File: config.mk
export PLATFORM = sky130hd
export DESIGN_NAME = wfx_fault_dt
export DESIGN_NICKNAME = d
export VERILOG_FILES = /design/src/verilog/wfx_fault_dt.v
export VERILOG_INCLUDE_DIRS = /design/src /design/src/verilog
export SDC_FILE = /design/constraint.sdc
export NUM_CORES = 1
export LEC_CHECK = 0
export BUFFER_PORTS_ARGS = -buffer_cell sky130_fd_sc_hd__buf_2
export CORE_ASPECT_RATIO = 0.8
export CORE_MARGIN = 4
export CORE_UTILIZATION = 46
export CTS_BUF_LIST = sky130_fd_sc_hd__clkbuf_4
export DETAILED_ROUTE_END_ITERATION = 16
export GPL_TIMING_DRIVEN = 0
export PLACE_DENSITY = 0.68
export RECOVER_POWER = 50
export SETUP_SLACK_MARGIN = 0.05
export SLEW_MARGIN = 15
export SYNTH_ARGS = -nofsm -noshare
export SYNTH_HDL_FRONTEND = slang
export SYNTH_SLANG_ARGS = --single-unit
File: constraint.sdc
create_clock -name clk -period 4.5 [get_ports clk]
set_clock_uncertainty 0.05 [all_clocks]
set_input_delay 0 -clock clk [delete_from_list [all_inputs] [get_ports clk]]
set_output_delay 0 -clock clk [all_outputs]
set_load 0.01 [all_outputs]
File: src/verilog/wfx_map.vh
`ifndef WFX_MAP_VH
`define WFX_MAP_VH

// register offsets on the 4-bit address port
`define WFX_ADDR_W          4
`define WFX_OFS_FAULT_CTRL  4'h3
`define WFX_OFS_STATUS      4'h4
`define WFX_OFS_DT_BOTH     4'h6
`define WFX_OFS_DT_BOTH_BUF 4'h7
`define WFX_OFS_DT_LS       4'h8
`define WFX_OFS_DT_HS       4'h9
`define WFX_OFS_DT_LS_BUF   4'ha
`define WFX_OFS_DT_HS_BUF   4'hb
`define WFX_OFS_OVR_EN      4'hc

// fault control fields
`define WFX_FC_ACT_LSB      0
`define WFX_FC_ACT_MSB      1
`define WFX_FC_MODE_BIT     2
`define WFX_FC_DBD_BIT      4

// status fields
`define WFX_ST_LSV_BIT      0
`define WFX_ST_HSV_BIT      1
`define WFX_ST_FLAG_BIT     2

// fault action codes
`define WFX_ACT_NONE        2'h0
`define WFX_ACT_TRISTATE    2'h3

// restart modes
`define WFX_MODE_LATCHED    1'h0

// reset values and dead-time count end
`define WFX_RST_BYTE        8'h00
`define WFX_DT_ZERO         8'h00
`define WFX_DT_STEP         8'h01

`endif

File: src/verilog/wfx_fault_dt.v
// Functional notes
// - debug break is a fault unless ignored
// - mode bit: 0 latched, 1 cycle-by-cycle
// - latched: wait flag clear, resume on update
// - cycle mode: resume on update once clear
// - action 11 tri-states dead-time pins, 00 off
// - masked event sets fault flag
// - fault flag cleared by writing one
// - buffer write sets valid, update transfers
// - timer lock blocks buffer transfers
// - both-sides write loads both dead times
// - both-sides buffer write loads both buffers
// - dead times are 8-bit clock counts
// - valid low buffer copied on update
// - valid high buffer copied on update
// - override enable writes blocked while flagged
// - override bits replace port output bits
// - counter reloads on edges, forces outputs off
// - fault action within two clocks
// - leaving fault restores dead-time pin directions
//
// The plain strobed port was left to the implementer.
`timescale 1ns/1ps
`include "wfx_map.vh"

module wfx_fault_dt #(
  parameter N_CH = 4,
  parameter N_EV = 8,
  parameter N_PIN = 8
) (
  input  wire                   clk,
  input  wire                   rst_n,
  input  wire [`WFX_ADDR_W-1:0] addr,
  input  wire [7:0]             wr_data,
  input  wire                   wr_en,
  input  wire                   rd_en,
  output reg  [7:0]             rd_data,
  input  wire [N_EV-1:0]        fault_events,
  input  wire [N_EV-1:0]        fault_event_mask,
  input  wire                   dbg_break_req,
  input  wire                   update_strobe,
  input  wire                   timer_lock_update,
  input  wire [N_CH-1:0]        dti_chan_en,
  input  wire [N_CH-1:0]        wave_in,
  input  wire [N_PIN-1:0]       port_dir_in,
  input  wire [N_PIN-1:0]       port_out_in,
  output reg  [N_PIN-1:0]       port_dir_out,
  output reg  [N_PIN-1:0]       port_out,
  output reg                    fault_state
);

  // pins owned by enabled channels: low side 2k, high side 2k+1
  function [N_PIN-1:0] chan_pins;
    input [N_CH-1:0] en;
    integer k;
    begin
      chan_pins = {N_PIN{1'b0}};
      for (k = 0; k < N_CH; k = k + 1) begin
        chan_pins[2*k]   = en[k];
        chan_pins[2*k+1] = en[k];
      end
    end
  endfunction

  // software registers
  reg [1:0]       act_q;
  reg             mode_q;
  reg             ign_dbg_q;
  reg             flag_q;
  reg             lsv_q;
  reg             hsv_q;
  reg [7:0]       dt_ls_q;
  reg [7:0]       dt_hs_q;
  reg [7:0]       buf_ls_q;
  reg [7:0]       buf_hs_q;
  reg [N_PIN-1:0] ovr_en_q;
  reg [N_PIN-1:0] dir_save_q;

  // dead-time generator state
  reg [7:0]       cnt_q [0:N_CH-1];
  reg [N_CH-1:0]  wave_prev_q;
  reg [N_PIN-1:0] dti_pin;
  integer         j;

  // next values of flags, fault state and snapshot
  reg             flag_d;
  reg             fault_state_d;
  reg [N_PIN-1:0] dir_save_d;
  reg             lsv_d;
  reg             hsv_d;
  reg [7:0]       dt_ls_d;
  reg [7:0]       dt_hs_d;
  reg [7:0]       rd_d;

  // write decode
  wire wr_fc   = wr_en && (addr == `WFX_OFS_FAULT_CTRL);
  wire wr_st   = wr_en && (addr == `WFX_OFS_STATUS);
  wire wr_both = wr_en && (addr == `WFX_OFS_DT_BOTH);
  wire wr_bbuf = wr_en && (addr == `WFX_OFS_DT_BOTH_BUF);
  wire wr_ls   = wr_en && (addr == `WFX_OFS_DT_LS);
  wire wr_hs   = wr_en && (addr == `WFX_OFS_DT_HS);
  wire wr_lsb  = wr_en && (addr == `WFX_OFS_DT_LS_BUF);
  wire wr_hsb  = wr_en && (addr == `WFX_OFS_DT_HS_BUF);
  wire wr_ovr  = wr_en && (addr == `WFX_OFS_OVR_EN);

  // fault detection
  wire prot_on  = (act_q == `WFX_ACT_TRISTATE);
  wire ev_hit   = |(fault_events & fault_event_mask);
  wire brk_hit  = dbg_break_req && !ign_dbg_q;
  wire fault_in = prot_on && (ev_hit || brk_hit);
  wire flag_clr = wr_st && wr_data[`WFX_ST_FLAG_BIT];

  // recovery: condition gone, flag cleared in latched mode
  wire rec_ok = !fault_in &&
                ((mode_q != `WFX_MODE_LATCHED) || !flag_q);
  wire upd_ok = update_strobe && !timer_lock_update;

  wire [N_PIN-1:0] own_pins = chan_pins(dti_chan_en);

  // fault flag next value: set wins over the write-one clear
  always @* begin
    flag_d = flag_q;
    if (ev_hit || (prot_on && brk_hit))
      flag_d = 1'b1;
    else if (flag_clr)
      flag_d = 1'b0;
  end

  // fault state next value: enter on fault, leave at update or when the action is not tri-state
  always @* begin
    fault_state_d = fault_state;
    dir_save_d    = dir_save_q;
    if (fault_in) begin
      if (!fault_state)
        dir_save_d = port_dir_in;                            // snapshot on entry
      fault_state_d = 1'b1;
    end else if (!prot_on || (update_strobe && rec_ok)) begin
      fault_state_d = 1'b0;
    end
  end

  // fault control register
  always @(posedge clk or negedge rst_n) begin
    if (!rst_n) begin
      act_q     <= `WFX_ACT_NONE;
      mode_q    <= `WFX_MODE_LATCHED;
      ign_dbg_q <= 1'b0;
    end else if (wr_fc) begin
      act_q     <= wr_data[`WFX_FC_ACT_MSB:`WFX_FC_ACT_LSB];
      mode_q    <= wr_data[`WFX_FC_MODE_BIT];
      ign_dbg_q <= wr_data[`WFX_FC_DBD_BIT];
    end
  end

  // fault flag, fault state and direction snapshot
  always @(posedge clk or negedge rst_n) begin
    if (!rst_n) begin
      flag_q      <= 1'b0;
      fault_state <= 1'b0;
      dir_save_q  <= {N_PIN{1'b0}};
    end else begin
      flag_q      <= flag_d;
      fault_state <= fault_state_d;
      dir_save_q  <= dir_save_d;
    end
  end

  // low side dead time: transfer first so a direct write wins
  always @* begin
    dt_ls_d = dt_ls_q;
    if (upd_ok && lsv_q)
      dt_ls_d = buf_ls_q;
    if (wr_both || wr_ls)
      dt_ls_d = wr_data;
  end

  // high side dead time: transfer first so a direct write wins
  always @* begin
    dt_hs_d = dt_hs_q;
    if (upd_ok && hsv_q)
      dt_hs_d = buf_hs_q;
    if (wr_both || wr_hs)
      dt_hs_d = wr_data;
  end

  // valid flags: buffer write sets, status write loads, transfer clears
  always @* begin
    lsv_d = lsv_q;
    hsv_d = hsv_q;
    if (wr_bbuf || wr_lsb)
      lsv_d = 1'b1;
    else if (wr_st)
      lsv_d = wr_data[`WFX_ST_LSV_BIT];
    else if (upd_ok)
      lsv_d = 1'b0;
    if (wr_bbuf || wr_hsb)
      hsv_d = 1'b1;
    else if (wr_st)
      hsv_d = wr_data[`WFX_ST_HSV_BIT];
    else if (upd_ok)
      hsv_d = 1'b0;
  end

  // dead-time values and valid flags
  always @(posedge clk or negedge rst_n) begin
    if (!rst_n) begin
      dt_ls_q <= `WFX_RST_BYTE;
      dt_hs_q <= `WFX_RST_BYTE;
      lsv_q   <= 1'b0;
      hsv_q   <= 1'b0;
    end else begin
      dt_ls_q <= dt_ls_d;
      dt_hs_q <= dt_hs_d;
      lsv_q   <= lsv_d;
      hsv_q   <= hsv_d;
    end
  end

  // dead-time buffers, loaded singly or both at once
  always @(posedge clk or negedge rst_n) begin
    if (!rst_n) begin
      buf_ls_q <= `WFX_RST_BYTE;
      buf_hs_q <= `WFX_RST_BYTE;
    end else begin
      if (wr_bbuf || wr_lsb)
        buf_ls_q <= wr_data;
      if (wr_bbuf || wr_hsb)
        buf_hs_q <= wr_data;
    end
  end

  // output override enable, frozen while flagged
  always @(posedge clk or negedge rst_n) begin
    if (!rst_n)
      ovr_en_q <= {N_PIN{1'b0}};
    else if (wr_ovr && !flag_q)
      ovr_en_q <= wr_data[N_PIN-1:0];
  end

  // dead-time counters: reload on edges, count down to zero
  integer i;
  always @(posedge clk or negedge rst_n) begin
    if (!rst_n) begin
      wave_prev_q <= {N_CH{1'b0}};
      for (i = 0; i < N_CH; i = i + 1)
        cnt_q[i] <= `WFX_DT_ZERO;
    end else begin
      wave_prev_q <= wave_in;
      for (i = 0; i < N_CH; i = i + 1) begin
        if (wave_in[i] && !wave_prev_q[i])
          cnt_q[i] <= dt_ls_q;
        else if (!wave_in[i] && wave_prev_q[i])
          cnt_q[i] <= dt_hs_q;
        else if (cnt_q[i] != `WFX_DT_ZERO)
          cnt_q[i] <= cnt_q[i] - `WFX_DT_STEP;
      end
    end
  end

  // side outputs: both off while counting
  always @* begin
    dti_pin = {N_PIN{1'b0}};
    for (j = 0; j < N_CH; j = j + 1) begin
      dti_pin[2*j]   = !wave_prev_q[j] && (cnt_q[j] == `WFX_DT_ZERO);
      dti_pin[2*j+1] = wave_prev_q[j] && (cnt_q[j] == `WFX_DT_ZERO);
    end
  end

  // port drive: owned-pin direction cleared in fault, outputs overridden
  always @(posedge clk or negedge rst_n) begin
    if (!rst_n) begin
      port_dir_out <= {N_PIN{1'b0}};
      port_out     <= {N_PIN{1'b0}};
    end else begin
      if (fault_state)
        port_dir_out <= dir_save_q & ~own_pins;
      else
        port_dir_out <= port_dir_in;
      port_out <= (ovr_en_q & dti_pin) |
                  (~ovr_en_q & port_out_in);
    end
  end

  // read mux; reserved bits and unmapped offsets read zero
  always @* begin
    rd_d = `WFX_RST_BYTE;
    if (rd_en) begin
      case (addr)
        `WFX_OFS_FAULT_CTRL:  rd_d = {3'h0, ign_dbg_q, 1'h0, mode_q, act_q};
        `WFX_OFS_STATUS:      rd_d = {5'h00, flag_q, hsv_q, lsv_q};
        `WFX_OFS_DT_BOTH:     rd_d = dt_ls_q;
        `WFX_OFS_DT_BOTH_BUF: rd_d = buf_ls_q;
        `WFX_OFS_DT_LS:       rd_d = dt_ls_q;
        `WFX_OFS_DT_HS:       rd_d = dt_hs_q;
        `WFX_OFS_DT_LS_BUF:   rd_d = buf_ls_q;
        `WFX_OFS_DT_HS_BUF:   rd_d = buf_hs_q;
        `WFX_OFS_OVR_EN:      rd_d = ovr_en_q;
        default:              rd_d = `WFX_RST_BYTE;
      endcase
    end
  end

  // read data, valid the cycle after the strobe only
  always @(posedge clk or negedge rst_n) begin
    if (!rst_n)
      rd_data <= `WFX_RST_BYTE;
    else
      rd_data <= rd_d;
  end

endmodule

Yosys cells after proc, flatten, opt, wreduce, memory -nomap -nowiden
Cells that the tools add are included.
- output and inout port bits: 25
- flip-flop bits (word level): 116
- input bits: 59
- reduce and logical (&&, ||, !) cells: 78
- $add $sub $neg: 4
- eq/ne operators: 10
- multiplexer cells: 28
- bitwise gates (word level): 8
- operator list (kind ; count):
    $mux 8 ; 18
    $pmux 8 s7 ; 1
    $logic_and 1x1->1 ; 35
    $and 8x8->8 ; 4
    $logic_not 8->1 ; 4
    $reduce_bool 8->1 ; 4
    $sub 8x1->8 const B ; 4
    $eq 4x4->1 const B ; 5
    $reduce_bool 3->1 ; 6
    $not 8->8 ; 2
    $logic_not 1->1 ; 13
    $eq 4x3->1 const B ; 3
    $mux 1 ; 9
    $logic_or 1x1->1 ; 8
    $or 8x8->8 ; 1
    $reduce_bool 2->1 ; 4
    $reduce_or 8->1 ; 1
    $eq 4x2->1 const B ; 1
    $reduce_or 2->1 ; 2
    $eq 2x2->1 const B ; 1
    $reduce_and 2->1 ; 1
    $not 1->1 ; 1

Depth between registers and ports, before layout
- depth in word-level cells: 10
- depth in mapped cells: 8
- mapped depth without buffers: 6

Worst setup path after synthesis
Ideal clock, no wire load.
- path kind: register to register
- start: register cnt_q[18] in the netlist's numbering
- end: register cnt_q[23] in the netlist's numbering
- data arrival time: 1.577 ns
- stages on the path, launching flop included: 5
- path slack: 2.795 ns
- clock period less this slack: 1.705 ns
- data required time: 4.373 ns
- cell sequence: dfrtp_1 or4_1 nor4_1 mux2_2 a21oi_1
- word-level cells in the longest chain between the ends: 4
- elaborated cells between the ends (all ways): 6
- those cells by class: add/sub: 1; mux: 3; reduce/logical: 2
- ends and longest elaborated chain (what ; line ; text):
    start, declared ; wfx_fault_dt.v:80 ; reg [7:0] cnt_q [0:N_CH-1];
    start signal, assigned by index ; wfx_fault_dt.v:246 ; cnt_q[i] <= `WFX_DT_ZERO;
    start signal, assigned by index ; wfx_fault_dt.v:251 ; cnt_q[i] <= dt_ls_q;
    start signal, assigned by index ; wfx_fault_dt.v:253 ; cnt_q[i] <= dt_hs_q;
    $sub 8x1->8 (no source line) ; - ;
    $mux 8 ; wfx_fault_dt.v:254 ; else if (cnt_q[i] != `WFX_DT_ZERO)
    $mux 8 ; wfx_fault_dt.v:252 ; else if (!wave_in[i] && wave_prev_q[i])
    $mux 8 ; wfx_fault_dt.v:250 ; if (wave_in[i] && !wave_prev_q[i])
Several ways; a longest one is shown, not always the timed one. The select of a mux whose other input is x is not followed.
A chain may end at the register's enable or synchronous reset.

==> metrics.txt <==
status=complete, but fails checks; failing checks=max-capacitance violations, max-slew violations; PortBufs=81; n_diodes=0; Worst Hold Class=primary input to flop; max-slew violations=~120; fin nets=between 800 and 900; Distinct cells, synth=56; layout cell share with drive strength beyond 1=21.1%; Final Non-Filler Cells=942; clock tree buffer depth=2; initial antenna violation count=0; Yosys top cell by area=dfrtp_1; Detailed Route WL=approximately 17 mm; Worst Tran Pin Value=approximately 2100 ps; Mean Syn Cell Area=approximately 10 µm²; CP max stage cell=clkbuf_1; GRT Resource Usage Total=between 20 and 25%; most common cell in the netlist=dfrtp_1; TritonRoute pass-1 iters=7; Final period util=56.9%; largest net degree at the start of global routing=just under 80; routed length per placed instance=between 15 and 20 µm; worst-path cell chain=dlygate4sd3_1 -> dlygate4sd3_1 -> clkbuf_1 -> clkbuf_1; Inserted Clock Buffers=17; Hold Vio Cnt, Final=0; Pleak=about 0.0034 µW; IO Pins=84; kind of critical path=primary input to async pin; CP endpoint kind=async pin; Yosys warning count=0; area grow syn2layout=23.8%; synth top area cells=dfrtp_1, mux2_2, mux2i_1, a21oi_1, nor2_1; achievable clock frequency=391 MHz; Syn Inst Count=601; core box area=12,900 µm²; cell family with most CP delay=buffers and inverters; Post-DP HPWL=around 11 mm; final setup vio count=0; Most used DFF post-synth=dfrtp_1; Seq cells post-synth=roughly 120; commonest cells in the netlist=dfrtp_1, a21oi_1, nor2_1; DRC viols=0; startpoint types=primary input; RSZ-0062 raised after global routing=no; worst path arrival time=between 2000 and 3000 ps; vias in the first global route=5,349; post-CTS resize count=0; gpl congestion=just under 0.9; starting density of the core=around 47%; GRT overflow=0; WP data required=4670 ps; routed vias=roughly 5,300; # H-tree levels=4; Clock Tree Root=clkbuf_4; Clock Pin Slew Worst Setup and Hold Paths=~100 ps; CTS tree=built; VDD IR-drop max=between 0.0002 and 0.00025 V; pwr/cell area=approximately 460 nW/µm²; Post-Syn Nets=between 600 and 700; Via density=roughly 5.6; clock latency on the worst-skew pair=~530 ps; placed cells=around 860; die area=15,200 µm²; sum of negative setup slack=0 ps; die height=approximately 110 µm; Seq/Total Area, Yosys=47.5%; crit path buf inv count=4; Clock Sinks=around 120; number of DRC markers in iteration 0=slightly below 500; setup bufs post-CTS=0; synthesized cell area=6110 µm²; Die Span X=about 140 µm; number of synthesized flops with an enable pin=0; Yosys top cell area share=47.5%; ys async rst share=100%; Crit path largest cell delay=1530 ps; Rows=37; min Tclk post-route=roughly 2600 ps; first-pass GRT wire length=27.2 mm; DRT antenna net count=0; max cap viols=2; worst rel slew slack=-42.3%; maximum fanout along the worst path=38
power by group:
part	leakage (µW)	switching [µW]	total [µW]	internal, µW
Combinational	0.00186	460	927	467
Clock	0.000176	393	892	499
Sequential	0.00141	369	1690	1320
timing repair:
| action | 4_1_cts | 5_1_grt |
|---|---|---|
| hold endpoints to repair | 195 | 0 |
| hold buffers | 52 | 0 |
| endpoints found under the setup margin | 0 | 0 |
final timing paths:
| check | startpoint | endpoint | slack, ps | cells past startpoint |
|---|---|---|---|---|
| setup / recovery | rst_n | cnt_q[4] | 1940 | 4 |
| hold / removal | fault_event_mask[6] | dir_save_q[2] | 110 | 5 |
| setup reg to reg | fault_state | port_dir_out[1] | 2500 | 4 |
| hold reg to reg | dir_save_q[0] | port_dir_out[0] | 470 | 2 |
| max in group clk | fault_event_mask[7] | fault_state | 2430 | 8 |
| min in group asynchronous | rst_n | port_dir_out[5] | 1140 | 4 |
cell usage in the layout (no fill, tap or decap), drive strengths merged, types with 3 or more instances in the layout:
cell type,count
dfrtp,116
buf,77
a21oi,56
dlygate4sd3,51
nor2,50
clkbuf,47
nand2,45
inv,41
mux2,41
mux2i,33
o21ai,27
nand3,15
nor3,13
ha,13
o22ai,11
nand3b,10
a22oi,9
nand2b,7
o31ai,7
nor2b,7
clkinv,7
a211o,6
a211oi,6
or4,5
xnor2,5
a2111oi,5
bufinv,5
nor4,5
a222oi,4
a221oi,4
nand4b,4
o21a,4
xor2,4
nor3b,3
a31oi,3
sequential cells by signal, summed over array words and instances, names as in the netlist, 2 cells and up:
name	cells
port_dir_out	8
act_q	2
dt_ls_q	8
buf_ls_q	8
buf_hs_q	8
ovr_en_q	8
port_out	8
dir_save_q	8
rd_data	8
dt_hs_q	8
cnt_q	32
wave_prev_q	4
per-stage QoR:
stage | util [%] | worst slack, ps | hold WS [ps] | total power, µW | instance area, µm²
after floorplan | - | 2800 | -346 | 2240 | 6110
after global placement | 52.2 | 1950 | 86.7 | 2530 | 6740
after detailed placement | 52.4 | 2660 | -111 | 2580 | 6770
after CTS | 59.1 | 2500 | 49.5 | 3520 | 7630
after global routing | 58.6 | 1430 | 78.2 | 3730 | 7570
final | 58.6 | 1940 | 111 | 3510 | 7570
worst reg2reg max path, cell delays in order, from the launching register on:
cell and delay (ps):
dfrtp_1 350, clkbuf_1 360, clkbuf_1 370, o22ai_1 160
dlygate4sd3_1 590
cells by family (layout without fill, tap and decap cells):
logic type	count (synthesis)	count (layout)	synth area share, %
AND/OR/NAND/NOR	178	178	15.8
AO/OA/AOI/OAI	148	148	15.6
flip-flops	116	116	47.5
multiplexers	74	74	13.0
buffers and inverters	63	229	4.24
adder cells (fa/ha/maj)	13	13	2.66
XOR/XNOR	9	9	1.29
layout make-up:
cell class	count	area (µm²)
fill	1075	5350
multi-input combinational	422	2950
sequential	116	2900
timing repair buffer	134	908
tap	175	219
clock inverter	13	188
inverter	41	154
clock buffer	19	143
buffer	22	105
metal layers:
metal	GRT usage [%]	share of wire (%)	up-vias
met5	0	0	-
met3	5.40	6.9	37
li1	-	-	2499
met4	7.45	1.9	0
met1	32.5	44	2566
met2	34.8	47	181
Power figures use the tool's default switching activity.
